--- config.mk ---
export PLATFORM = sky130hd
export DESIGN_NAME = itx_exec
export DESIGN_NICKNAME = d
export VERILOG_FILES = /design/src/hw/itx_pkg.sv /design/src/hw/itx_exec.sv
export SDC_FILE = /design/constraint.sdc
export NUM_CORES = 1
export LEC_CHECK = 0
export BUFFER_PORTS_ARGS = -buffer_cell sky130_fd_sc_hd__buf_2
export CORE_ASPECT_RATIO = 0.6
export CORE_MARGIN = 5
export CORE_UTILIZATION = 30
export DETAILED_ROUTE_END_ITERATION = 8
export HOLD_SLACK_MARGIN = 0.02
export SLEW_MARGIN = 20
export SYNTH_ARGS = -nofsm -noshare
export SYNTH_HDL_FRONTEND = slang
export SYNTH_SLANG_ARGS = --single-unit
--- constraint.sdc ---
create_clock -name pclk -period 2.5 [get_ports pclk]
set_input_delay 0.25 -clock pclk [delete_from_list [all_inputs] [get_ports pclk]]
set_output_delay 0.25 -clock pclk [all_outputs]
set_load 0.005 [all_outputs]
--- src/hw/itx_pkg.sv ---
// itx_pkg: constants for the interrupt/timer instruction executor
package itx_pkg;
  // ==========================================================================
  // instruction codes presented by the core
  localparam logic [4:0] OP_NOP = 5'h00;
  localparam logic [4:0] OP_IRQ_DISABLE = 5'h01;
  localparam logic [4:0] OP_IRQ_ENABLE = 5'h02;
  localparam logic [4:0] OP_EXT0_TEST = 5'h03;
  localparam logic [4:0] OP_PIN_TEST = 5'h04;
  localparam logic [4:0] OP_RD_ICR1 = 5'h05;
  localparam logic [4:0] OP_WR_ICR1 = 5'h06;
  localparam logic [4:0] OP_RD_ICR2 = 5'h07;
  localparam logic [4:0] OP_WR_ICR2 = 5'h08;
  localparam logic [4:0] OP_RD_ICR3 = 5'h09;
  localparam logic [4:0] OP_WR_ICR3 = 5'h0a;
  localparam logic [4:0] OP_RD_TCR1 = 5'h0b;
  localparam logic [4:0] OP_WR_TCR1 = 5'h0c;
  localparam logic [4:0] OP_RD_TCR2 = 5'h0d;
  localparam logic [4:0] OP_WR_TCR2 = 5'h0e;
  localparam logic [4:0] OP_RD_TCR6 = 5'h0f;
  localparam logic [4:0] OP_WR_TCR6 = 5'h10;
  localparam logic [4:0] OP_T1_READ = 5'h11;
  localparam logic [4:0] OP_T1_WRITE = 5'h12;
  localparam logic [4:0] OP_T2_READ = 5'h13;
  localparam logic [4:0] OP_T2_WRITE = 5'h14;
  localparam logic [4:0] OP_T1_RELOAD_WRITE = 5'h15;
  localparam logic [4:0] OP_T1_TEST = 5'h16;
  localparam logic [4:0] OP_T2_TEST = 5'h17;
  // ==========================================================================
  // field positions
  localparam int EXT0_SKIP_DIS_BIT = 0;
  localparam int T1_SKIP_DIS_BIT = 2;
  localparam int T2_SKIP_DIS_BIT = 3;
  localparam int PIN_POL_BIT = 2;
  // ==========================================================================
  // apb map of the status/control words
  localparam logic [7:0] ADDR_STATUS = 8'h00;
  localparam logic [7:0] ADDR_ICR = 8'h04;
  localparam logic [7:0] ADDR_TCR = 8'h08;
  localparam logic [7:0] ADDR_TIMER = 8'h0c;
  localparam logic [7:0] ADDR_RELOAD = 8'h10;
  localparam logic [7:0] ADDR_SET_FLAGS = 8'h14;
  localparam logic [3:0] NIB_RESET = 4'h0;
  localparam logic [7:0] BYTE_RESET = 8'h00;
endpackage : itx_pkg

--- src/hw/itx_exec.sv ---
// itx_exec: executes interrupt and timer control instructions
//
// The APB register port and the register offsets were decided locally.
`timescale 1ns/100ps
// Notes on behaviour
// RULE1: disable instruction clears global interrupt enable
// RULE2: enable instruction sets global interrupt enable
// RULE3: ext0 test skips on flag, then clears
// RULE4: ext0 skip-disable is icr1 bit 0, NOP
// RULE5: polarity 0: pin test skips when low
// RULE6: polarity icr3 bit 2; 1 skips high
// RULE7: icr1 read and write via accumulator
// RULE8: icr2 read and write via accumulator
// RULE9: icr3 read and write via accumulator
// RULE10: tcr1 read and write via accumulator
// RULE11: tcr2 read and write via accumulator
// RULE12: tcr6 read and write via accumulator
// RULE13: timer1 read: high to b, low a
// RULE14: timer1 write loads counter and reload
// RULE15: timer2 read: high to b, low a
// RULE16: timer2 write loads counter and reload
// RULE17: reload-only write leaves timer1 counter
// RULE18: timer1 test skips on flag, clears it
// RULE19: timer1 skip-disable is icr1 bit 2
// RULE20: timer2 test skips on flag, clears it
// RULE21: timer2 skip-disable is icr1 bit 3
// RULE22: skipped instruction fetched but has no effect
module itx_exec
  import itx_pkg::*;
#(
  parameter int NIB = 4
) (
  // clock and reset
  input wire logic pclk,
  input wire logic presetn,
  // instruction stream
  input wire logic insn_valid,
  input wire logic [4:0] insn_op,
  input wire logic [NIB-1:0] acc_in,
  input wire logic [NIB-1:0] breg_in,
  input wire logic irq_pin,
  // peripheral events
  input wire logic ext0_event,
  input wire logic timer1_event,
  input wire logic timer2_event,
  // results to the core
  output logic acc_we,
  output logic [NIB-1:0] acc_out,
  output logic breg_we,
  output logic [NIB-1:0] breg_out,
  output logic skip_pending,
  // control outputs to peripherals
  output logic global_irq_enable_flag,
  output logic [2*NIB-1:0] timer1_count,
  output logic [2*NIB-1:0] timer2_count,
  output logic [2*NIB-1:0] timer1_reload_reg,
  output logic [2*NIB-1:0] timer2_reload_reg,
  output logic timer1_load,
  output logic timer2_load,
  // apb slave
  input wire logic psel,
  input wire logic penable,
  input wire logic pwrite,
  input wire logic [7:0] paddr,
  input wire logic [31:0] pwdata,
  output logic [31:0] prdata,
  output logic pready,
  output logic pslverr
);
  // ==========================================================================
  // state
  logic gie_q;
  logic ext0_request_flag;
  logic timer1_request_flag;
  logic timer2_request_flag;
  logic [NIB-1:0] irq_control_reg_first;
  logic [NIB-1:0] irq_control_reg_second;
  logic [NIB-1:0] irq_control_reg_third;
  logic [NIB-1:0] timer_control_reg_first;
  logic [NIB-1:0] timer_control_reg_second;
  logic [NIB-1:0] timer_control_reg_sixth;
  logic [2*NIB-1:0] t1_cnt_q;
  logic [2*NIB-1:0] t2_cnt_q;
  logic [2*NIB-1:0] r1_q;
  logic [2*NIB-1:0] r2_q;
  logic skip_q;
  logic [7:0] set_flags;
  logic apb_wr;
  logic apb_rd;
  logic exec;
  logic ext0_skip_disable_bit;
  logic timer1_skip_disable_bit;
  logic timer2_skip_disable_bit;
  logic irq_pin_polarity_bit;
  logic ext0_hit;
  logic t1_hit;
  logic t2_hit;
  logic pin_hit;
  logic skip_d;

  assign ext0_skip_disable_bit = irq_control_reg_first[EXT0_SKIP_DIS_BIT];
  assign timer1_skip_disable_bit = irq_control_reg_first[T1_SKIP_DIS_BIT];
  assign timer2_skip_disable_bit = irq_control_reg_first[T2_SKIP_DIS_BIT];
  assign irq_pin_polarity_bit = irq_control_reg_third[PIN_POL_BIT];

  // a skipped slot still arrives but is swallowed here
  assign exec = insn_valid && !skip_q; // see RULE22

  // ==========================================================================
  // skip decisions
  assign ext0_hit = exec && insn_op == OP_EXT0_TEST &&
    !ext0_skip_disable_bit && ext0_request_flag; // see RULE3 see RULE4
  assign t1_hit = exec && insn_op == OP_T1_TEST &&
    !timer1_skip_disable_bit && timer1_request_flag; // see RULE18 see RULE19
  assign t2_hit = exec && insn_op == OP_T2_TEST &&
    !timer2_skip_disable_bit && timer2_request_flag; // see RULE20 see RULE21
  assign pin_hit = exec && insn_op == OP_PIN_TEST &&
    (irq_pin == irq_pin_polarity_bit); // see RULE5 see RULE6
  assign skip_d = ext0_hit || t1_hit || t2_hit || pin_hit;

  always_ff @(posedge pclk or negedge presetn) begin
    if (!presetn) begin
      skip_q <= 1'b0;
    end else if (insn_valid) begin
      skip_q <= skip_d; // see RULE22
    end
  end
  assign skip_pending = skip_q;

  // ==========================================================================
  // global enable
  always_ff @(posedge pclk or negedge presetn) begin
    if (!presetn) begin
      gie_q <= 1'b0;
    end else if (exec && insn_op == OP_IRQ_DISABLE) begin
      gie_q <= 1'b0; // see RULE1
    end else if (exec && insn_op == OP_IRQ_ENABLE) begin
      gie_q <= 1'b1; // see RULE2
    end
  end
  assign global_irq_enable_flag = gie_q;

  // ==========================================================================
  // request flags: a new event wins over the skip clear
  assign apb_wr = psel && penable && pwrite;
  assign apb_rd = psel && penable && !pwrite;
  assign set_flags = (apb_wr && paddr == ADDR_SET_FLAGS) ?
    pwdata[7:0] : 8'h00;

  always_ff @(posedge pclk or negedge presetn) begin
    if (!presetn) begin
      ext0_request_flag <= 1'b0;
    end else if (ext0_event || set_flags[0]) begin
      ext0_request_flag <= 1'b1;
    end else if (ext0_hit) begin
      ext0_request_flag <= 1'b0; // see RULE3
    end
  end

  always_ff @(posedge pclk or negedge presetn) begin
    if (!presetn) begin
      timer1_request_flag <= 1'b0;
    end else if (timer1_event || set_flags[1]) begin
      timer1_request_flag <= 1'b1;
    end else if (t1_hit) begin
      timer1_request_flag <= 1'b0; // see RULE18
    end
  end

  always_ff @(posedge pclk or negedge presetn) begin
    if (!presetn) begin
      timer2_request_flag <= 1'b0;
    end else if (timer2_event || set_flags[2]) begin
      timer2_request_flag <= 1'b1;
    end else if (t2_hit) begin
      timer2_request_flag <= 1'b0; // see RULE20
    end
  end

  // ==========================================================================
  // control nibbles
  always_ff @(posedge pclk or negedge presetn) begin
    if (!presetn) begin
      irq_control_reg_first <= NIB_RESET;
      irq_control_reg_second <= NIB_RESET;
      irq_control_reg_third <= NIB_RESET;
      timer_control_reg_first <= NIB_RESET;
      timer_control_reg_second <= NIB_RESET;
      timer_control_reg_sixth <= NIB_RESET;
    end else if (exec) begin
      case (insn_op)
        OP_WR_ICR1: irq_control_reg_first <= acc_in; // see RULE7
        OP_WR_ICR2: irq_control_reg_second <= acc_in; // see RULE8
        OP_WR_ICR3: irq_control_reg_third <= acc_in; // see RULE9
        OP_WR_TCR1: timer_control_reg_first <= acc_in; // see RULE10
        OP_WR_TCR2: timer_control_reg_second <= acc_in; // see RULE11
        OP_WR_TCR6: timer_control_reg_sixth <= acc_in; // see RULE12
        default: begin
        end
      endcase
    end
  end

  // ==========================================================================
  // timers: counting lives in the peripheral; these mirror its loads
  always_ff @(posedge pclk or negedge presetn) begin
    if (!presetn) begin
      t1_cnt_q <= BYTE_RESET;
      r1_q <= BYTE_RESET;
    end else if (exec && insn_op == OP_T1_WRITE) begin
      t1_cnt_q <= {breg_in, acc_in}; // see RULE14
      r1_q <= {breg_in, acc_in}; // see RULE14
    end else if (exec && insn_op == OP_T1_RELOAD_WRITE) begin
      r1_q <= {breg_in, acc_in}; // see RULE17
    end
  end

  always_ff @(posedge pclk or negedge presetn) begin
    if (!presetn) begin
      t2_cnt_q <= BYTE_RESET;
      r2_q <= BYTE_RESET;
    end else if (exec && insn_op == OP_T2_WRITE) begin
      t2_cnt_q <= {breg_in, acc_in}; // see RULE16
      r2_q <= {breg_in, acc_in}; // see RULE16
    end
  end

  assign timer1_count = t1_cnt_q;
  assign timer2_count = t2_cnt_q;
  assign timer1_reload_reg = r1_q;
  assign timer2_reload_reg = r2_q;
  assign timer1_load = exec && insn_op == OP_T1_WRITE;
  assign timer2_load = exec && insn_op == OP_T2_WRITE;

  // ==========================================================================
  // accumulator and b results, combinational in the execute cycle
  always_comb begin
    acc_we = exec;
    breg_we = 1'b0;
    acc_out = NIB_RESET;
    breg_out = NIB_RESET;
    case (insn_op)
      OP_RD_ICR1: acc_out = irq_control_reg_first; // see RULE7
      OP_RD_ICR2: acc_out = irq_control_reg_second; // see RULE8
      OP_RD_ICR3: acc_out = irq_control_reg_third; // see RULE9
      OP_RD_TCR1: acc_out = timer_control_reg_first; // see RULE10
      OP_RD_TCR2: acc_out = timer_control_reg_second; // see RULE11
      OP_RD_TCR6: acc_out = timer_control_reg_sixth; // see RULE12
      OP_T1_READ: begin
        acc_out = t1_cnt_q[NIB-1:0]; // see RULE13
        breg_out = t1_cnt_q[2*NIB-1:NIB];
        breg_we = exec;
      end
      OP_T2_READ: begin
        acc_out = t2_cnt_q[NIB-1:0]; // see RULE15
        breg_out = t2_cnt_q[2*NIB-1:NIB];
        breg_we = exec;
      end
      default: acc_we = 1'b0;
    endcase
  end

  // ==========================================================================
  // apb: zero wait states, unmapped reads zero with pslverr
  assign pready = 1'b1;
  always_comb begin
    prdata = 32'h0000_0000;
    pslverr = 1'b0;
    if (paddr == ADDR_STATUS) begin
      prdata[4:0] = {skip_q, timer2_request_flag, timer1_request_flag,
                     ext0_request_flag, gie_q};
    end else if (paddr == ADDR_ICR) begin
      prdata[11:0] = {irq_control_reg_third, irq_control_reg_second,
                      irq_control_reg_first};
    end else if (paddr == ADDR_TCR) begin
      prdata[11:0] = {timer_control_reg_sixth, timer_control_reg_second,
                      timer_control_reg_first};
    end else if (paddr == ADDR_TIMER) begin
      prdata[15:0] = {t2_cnt_q, t1_cnt_q};
    end else if (paddr == ADDR_RELOAD) begin
      prdata[15:0] = {r2_q, r1_q};
    end else if (paddr != ADDR_SET_FLAGS) begin
      pslverr = psel && penable;
    end
    if (!apb_rd) begin
      prdata = 32'h0000_0000;
    end
  end

  // ==========================================================================
  // checks
  gie_off_a: assert property ( // see RULE1
    @(posedge pclk) disable iff (!presetn)
    exec && insn_op == OP_IRQ_DISABLE |=> !global_irq_enable_flag)
    else $error("enable flag not cleared");
  gie_on_a: assert property ( // see RULE2
    @(posedge pclk) disable iff (!presetn)
    exec && insn_op == OP_IRQ_ENABLE |=> global_irq_enable_flag)
    else $error("enable flag not set");
  ext0_skip_a: assert property ( // see RULE3
    @(posedge pclk) disable iff (!presetn)
    exec && insn_op == OP_EXT0_TEST && !ext0_skip_disable_bit &&
    ext0_request_flag && !ext0_event && !set_flags[0]
    |=> skip_pending && !ext0_request_flag)
    else $error("ext0 test did not skip and clear");
  // a fresh event may still raise the flag during a disabled test
  ext0_nop_a: assert property ( // see RULE4
    @(posedge pclk) disable iff (!presetn)
    exec && insn_op == OP_EXT0_TEST && ext0_skip_disable_bit
    |=> !skip_pending && (!$past(ext0_request_flag) || ext0_request_flag))
    else $error("disabled ext0 test acted");
  pin_skip_a: assert property ( // see RULE5 see RULE6
    @(posedge pclk) disable iff (!presetn)
    exec && insn_op == OP_PIN_TEST |=> skip_pending ==
    ($past(irq_pin_polarity_bit) ? $past(irq_pin) : !$past(irq_pin)))
    else $error("pin test skip wrong");
  t1_write_a: assert property ( // see RULE14
    @(posedge pclk) disable iff (!presetn)
    exec && insn_op == OP_T1_WRITE |=> timer1_count == timer1_reload_reg &&
    timer1_count == {$past(breg_in), $past(acc_in)})
    else $error("timer1 write wrong");
  t2_write_a: assert property ( // see RULE16
    @(posedge pclk) disable iff (!presetn)
    exec && insn_op == OP_T2_WRITE |=> timer2_count == timer2_reload_reg &&
    timer2_count == {$past(breg_in), $past(acc_in)})
    else $error("timer2 write wrong");
  reload_only_a: assert property ( // see RULE17
    @(posedge pclk) disable iff (!presetn)
    exec && insn_op == OP_T1_RELOAD_WRITE |=> $stable(timer1_count) &&
    timer1_reload_reg == {$past(breg_in), $past(acc_in)})
    else $error("reload-only write wrong");
  t1_skip_a: assert property ( // see RULE18
    @(posedge pclk) disable iff (!presetn)
    exec && insn_op == OP_T1_TEST && !timer1_skip_disable_bit &&
    timer1_request_flag && !timer1_event && !set_flags[1]
    |=> skip_pending && !timer1_request_flag)
    else $error("timer1 test did not skip and clear");
  t1_nop_a: assert property ( // see RULE19
    @(posedge pclk) disable iff (!presetn)
    exec && insn_op == OP_T1_TEST && timer1_skip_disable_bit
    |=> !skip_pending && (!$past(timer1_request_flag) || timer1_request_flag))
    else $error("disabled timer1 test acted");
  t2_skip_a: assert property ( // see RULE20
    @(posedge pclk) disable iff (!presetn)
    exec && insn_op == OP_T2_TEST && !timer2_skip_disable_bit &&
    timer2_request_flag && !timer2_event && !set_flags[2]
    |=> skip_pending && !timer2_request_flag)
    else $error("timer2 test did not skip and clear");
  t2_nop_a: assert property ( // see RULE21
    @(posedge pclk) disable iff (!presetn)
    exec && insn_op == OP_T2_TEST && timer2_skip_disable_bit
    |=> !skip_pending && (!$past(timer2_request_flag) || timer2_request_flag))
    else $error("disabled timer2 test acted");
  skipped_quiet_a: assert property ( // see RULE22
    @(posedge pclk) disable iff (!presetn)
    skip_pending && insn_valid |-> !acc_we && !breg_we &&
    !timer1_load && !timer2_load)
    else $error("skipped instruction had effect");
  t1_read_a: assert property ( // see RULE13
    @(posedge pclk) disable iff (!presetn)
    exec && insn_op == OP_T1_READ |-> acc_we && breg_we &&
    {breg_out, acc_out} == timer1_count)
    else $error("timer1 read wrong");
  t2_read_a: assert property ( // see RULE15
    @(posedge pclk) disable iff (!presetn)
    exec && insn_op == OP_T2_READ |-> acc_we && breg_we &&
    {breg_out, acc_out} == timer2_count)
    else $error("timer2 read wrong");
  icr1_read_a: assert property ( // see RULE7
    @(posedge pclk) disable iff (!presetn)
    exec && insn_op == OP_RD_ICR1 |-> acc_we &&
    acc_out == irq_control_reg_first)
    else $error("icr1 read wrong");

  ext0_skip_c: cover property (@(posedge pclk) ext0_hit);
  t2_skip_c: cover property (@(posedge pclk) t2_hit);
  t1_skip_c: cover property (@(posedge pclk) t1_hit);
  pin_skip_c: cover property (@(posedge pclk) pin_hit);
  skip_swallow_c: cover property (@(posedge pclk)
    skip_pending && insn_valid && insn_op == OP_T1_WRITE);
endmodule : itx_exec

# Word level (Yosys, flattened, before mapping)
# Cells that the tools add are included.
# totals
reg_bits	53
inputBits	63
output_inout_bits	80
# classes
n_eq_ne	30
muxes	30
reduce_logical	46
# op_table
cell	count
$mux W16	3
$eq A5 B4 Y1 const B	8
$eq A5 B5 Y1 const B	8
$pmux W4 S8	1
$mux W12	2
$logic_and A1 B1 Y1	21
$eq A5 B3 Y1 const B	4
$eq A8 B4 Y1 const B	2
$eq A8 B5 Y1 const B	2
$mux W1	16
$mux W8	2
$reduce_and A2 Y1	6
$mux W11	1
$eq A5 B2 Y1 const B	2
$reduce_bool A2 Y1	5
$eq A8 B3 Y1 const B	1
$logic_not A8 Y1	1
$mux W4	2
$ne A8 B5 Y1 const B	1
$pmux W4 S2	1
$reduce_or A8 Y1	1
$logic_or A1 B1 Y1	6
$eq A5 B1 Y1 const B	1
$logic_not A1 Y1	5
4 further kinds	4

# Logic depth before layout (Yosys ltp)
# depth
ltp_word	8
ltp_mapped	6
mapped_depth_nobuf	4

# Worst setup path before layout
# Ideal clock, no wire load.
# synth_path
path_kind	register to register
from	register skip_q (netlist: skip_pending)
to	register ext0_request_flag
setup_ns	0.126
arrival_time_ns	1.710
required_ns	2.374
slack_ns	0.664
stages_incl_launch_ff	6
cell_sequence	dfrtp_1 nand2b_4 buf_6 or4_1 or3_1 a221o_1
# synth_between
elab_chain_cells	6
# synth_rtl
element	line_no	source
start, declared	itx_exec.sv:86	logic skip_q;
start signal, assigned	itx_exec.sv:125	skip_q <= skip_d;
$logic_not A1 Y1	itx_exec.sv:107	assign exec = insn_valid && !skip_q;
$logic_and A1 B1 Y1	itx_exec.sv:107	
$logic_and A1 B1 Y1 (2 in a row)	itx_exec.sv:111	assign ext0_hit = exec && insn_op == OP_EXT0_TEST &&
$logic_and A1 B1 Y1	itx_exec.sv:112	!ext0_skip_disable_bit && ext0_request_flag;
$reduce_bool A2 Y1 (no source line)	-	
end signal, assigned	itx_exec.sv:152	ext0_request_flag <= 1'b0;
end signal, assigned	itx_exec.sv:154	ext0_request_flag <= 1'b1;
end signal, assigned	itx_exec.sv:156	ext0_request_flag <= 1'b0;
end, declared	itx_exec.sv:73	logic ext0_request_flag;
# No other way between the ends.
# A chain may end at the register's enable or synchronous reset.

# Worst setup path after layout
# layout_path
from	register skip_q (netlist: skip_pending)
to	output port timer1_load
# layout_between
elab_chain_cells	3
# layout_rtl
element	line_no	source
$logic_not A1 Y1	itx_exec.sv:107	
$logic_and A1 B1 Y1	itx_exec.sv:107	
$logic_and A1 B1 Y1	itx_exec.sv:232	assign timer1_load = exec && insn_op == OP_T1_WRITE;
end, declared	itx_exec.sv:58	output logic timer1_load,
# No other way between the ends.

==> results_dict.tcl <==
set metrics [dict create \
    worst_pin_slew_ns 0.710 \
    die_h_um 92.3 \
    hold_viol_final 0 \
    synth_edf_count 0 \
    finalNetCount 481 \
    postCtsHoldBufs 0 \
    synthArstFlopShare_pct 100 \
    postPlaceCellArea_um2 3940 \
    grt_max_degree 54 \
    yosysSeqAreaShare_pct 39.1 \
    finalPower_mw 2.54 \
    hpwl_um 8670 \
    port_buffers 96 \
    cts_buffer_depth 2 \
    ir_worst_vdd_mv 0.242 \
    antenna_found_initial 0 \
    setup_viol 0 \
    yosysWarnings 0 \
    grt_overflow 0 \
    grt_pass1_wl_um 17400 \
    viasPerCell 5.36 \
    htreeDepth 2 \
    first_global_vias 2991 \
    post_cts_buffers 0 \
    dieWidth_um 147 \
    min_period_ns 2.17 \
    syn_avg_cell_area_um2 10.2 \
    wl_per_cell_um 20.0 \
    yosysTopAreaCell "dfrtp_1" \
    synth_ff_type "dfrtp_1" \
    drv_slew 0 \
    holdWs_ns 0.0747 \
    die_area_um2 13600 \
    initialDrtViolationCount 332 \
    vias 3020 \
    rows 30 \
    crit_type "register to primary output" \
    max_freq_mhz 462 \
    maxCapViolCount 0 \
    path_max_fanout 9 \
    netlist_top_cells_count "dfrtp_1 (53), mux2_2 (44), buf_4 (25)" \
    hp-class "primary input to async pin" \
    cts_tree "built" \
    stdcell_area_um2 4100 \
    coreArea_um2 11200 \
    synth_area_leaders "dfrtp_1 (39%), mux2_2 (15%), buf_4 (5.5%)" \
    regArea_um2 1330 \
    drc 0 \
    skew_ns 0.00522 \
    root_buffer "clkbuf_16" \
    relSlewSlack_pct 52.7 \
    drt-total-wl_um 11300 \
    required_ns 2.25 \
    status "finished, final reports clean" \
    p_leak_nw 1.98 \
    synth-seq-cells 53 \
    numCtsBuffers 5 \
    yosysTopAreaCellShare_pct 39.1 \
    tns_ns 0 \
    multi_input_area_um2 1820 \
    min_period_over_period_pct 86.7 \
    numClockSinks 53 \
    cp-end-kind "primary output" \
    syn_inst 331 \
    synth.most_common_cell "dfrtp_1" \
    ant_nets 0 \
    synth.cell_area_um2 3390 \
    rsz0062_at_grt "false" \
    start_util_pct 30.3 \
    yosysUniqueCellTypes 55 \
    clk_latency_ns 0.29 \
    clkTransAtPathRegs_ns 0.07 \
    layout-drive-gt1-share_pct 39.1 \
    first_pass_iters 7 \
    io_pins 143 \
    syn_to_final_growth_pct 20.9 \
    cts.repair.resized 0 \
    worstSetupStartpointType "register" \
    grtUsageTotal_pct 16.5 \
    p_per_area_nw_per_um2 619 \
    diodes 0 \
    num-fill-cells 1159 \
    arrival_ns 1.92 \
    place.gp.congestion 0.899 \
]
## layout by cell type, fill, tap and decap left out, types with 3 or more instances in the layout
cell / n
a21o_1: 7
a32oi_1: 6
mux2i_1: 16
clkbuf_16: 5
o2bb2ai_1: 4
nand2b_1: 4
conb_1: 17
nor4_1: 3
buf_2: 96
a221o_1: 4
a22oi_1: 5
o21ai_0: 8
nand3_1: 11
inv_1: 5
a21oi_1: 7
o22ai_1: 3
and3_1: 6
a221oi_1: 3
and2_1: 6
mux2_1: 8
dfrtp_1: 53
buf_4: 12
nand2_1: 18
nor3b_1: 6
nor2_1: 17
mux2_2: 44
nor3_1: 5
## per-stage QoR
| step | instances | utilization (%) | worst slack (ns) |
|---|---|---|---|
| 2_1_floorplan | 346 | - | 0.664 |
| 3_3_place_gp | 555 | 35.2 | 0.409 |
| 3_5_place_dp | 555 | 35.2 | 0.387 |
| 4_1_cts | 563 | 36.6 | 0.352 |
| 5_1_grt | 563 | 36.6 | 0.185 |
| 6_report | 563 | 36.6 | 0.334 |
## routing by layer
metal | track usage, % | vias to the layer above | share of wire (%)
met1 | 24.5 | 1472 | 47
met3 | 4.55 | 15 | 10
met5 | 0 | - | 0
li1 | - | 1370 | -
met2 | 23.7 | 163 | 42
met4 | 3.41 | 0 | 1.4
## worst paths after layout
path / from / endpoint / slack, ns / depth (start not counted)
setup / recovery: skip_pending$_DFFE_PN0P_ / timer1_load / 0.33 / 6
min in group pclk: ext0_event / ext0_request_flag$_DFFE_PN0P_ / 0.15 / 2
hold reg to reg: timer1_reload_reg[1]$_DFFE_PN0P_ / timer1_reload_reg[1]$_DFFE_PN0P_ / 0.52 / 1
setup reg to reg: skip_pending$_DFFE_PN0P_ / ext0_request_flag$_DFFE_PN0P_ / 0.61 / 4
hold / removal: presetn / timer2_reload_reg[6]$_DFFE_PN0P_ / 0.07 / 2
max in group asynchronous: presetn / timer2_request_flag$_DFFE_PN0P_ / 1.94 / 2
## final cells by class
class | count | share of cell area, %
Clock buffer | 7 | 3.72
Clock inverter | 1 | 0.122
Inverter | 6 | 0.549
Multi-Input combinational cell | 243 | 44.4
Sequential cell | 53 | 32.4
Tap cell | 144 | 4.40
Timing Repair Buffer | 109 | 14.4
## where the power goes
part           internal [mW]  switching, mW
Clock                  0.425          0.306
Sequential              1.02          0.188
Combinational          0.311          0.285
## worst max-delay path, cell delays in order, from the launching register on
cell,delay [ns]
dfrtp_1,0.43
nand2b_4,0.20
nor3b_1,0.48
nand2_1,0.10
buf_4,0.23
inv_1,0.08
buf_2,0.11
## cell families after synthesis
logic type	synth area share (%)
compound gates	12.9
other cells	0.222
buf+inv	8.79
flops	39.1
mux	22.0
simple gates	16.7
xor+xnor	0.258
(Power assumes the default switching activity.)
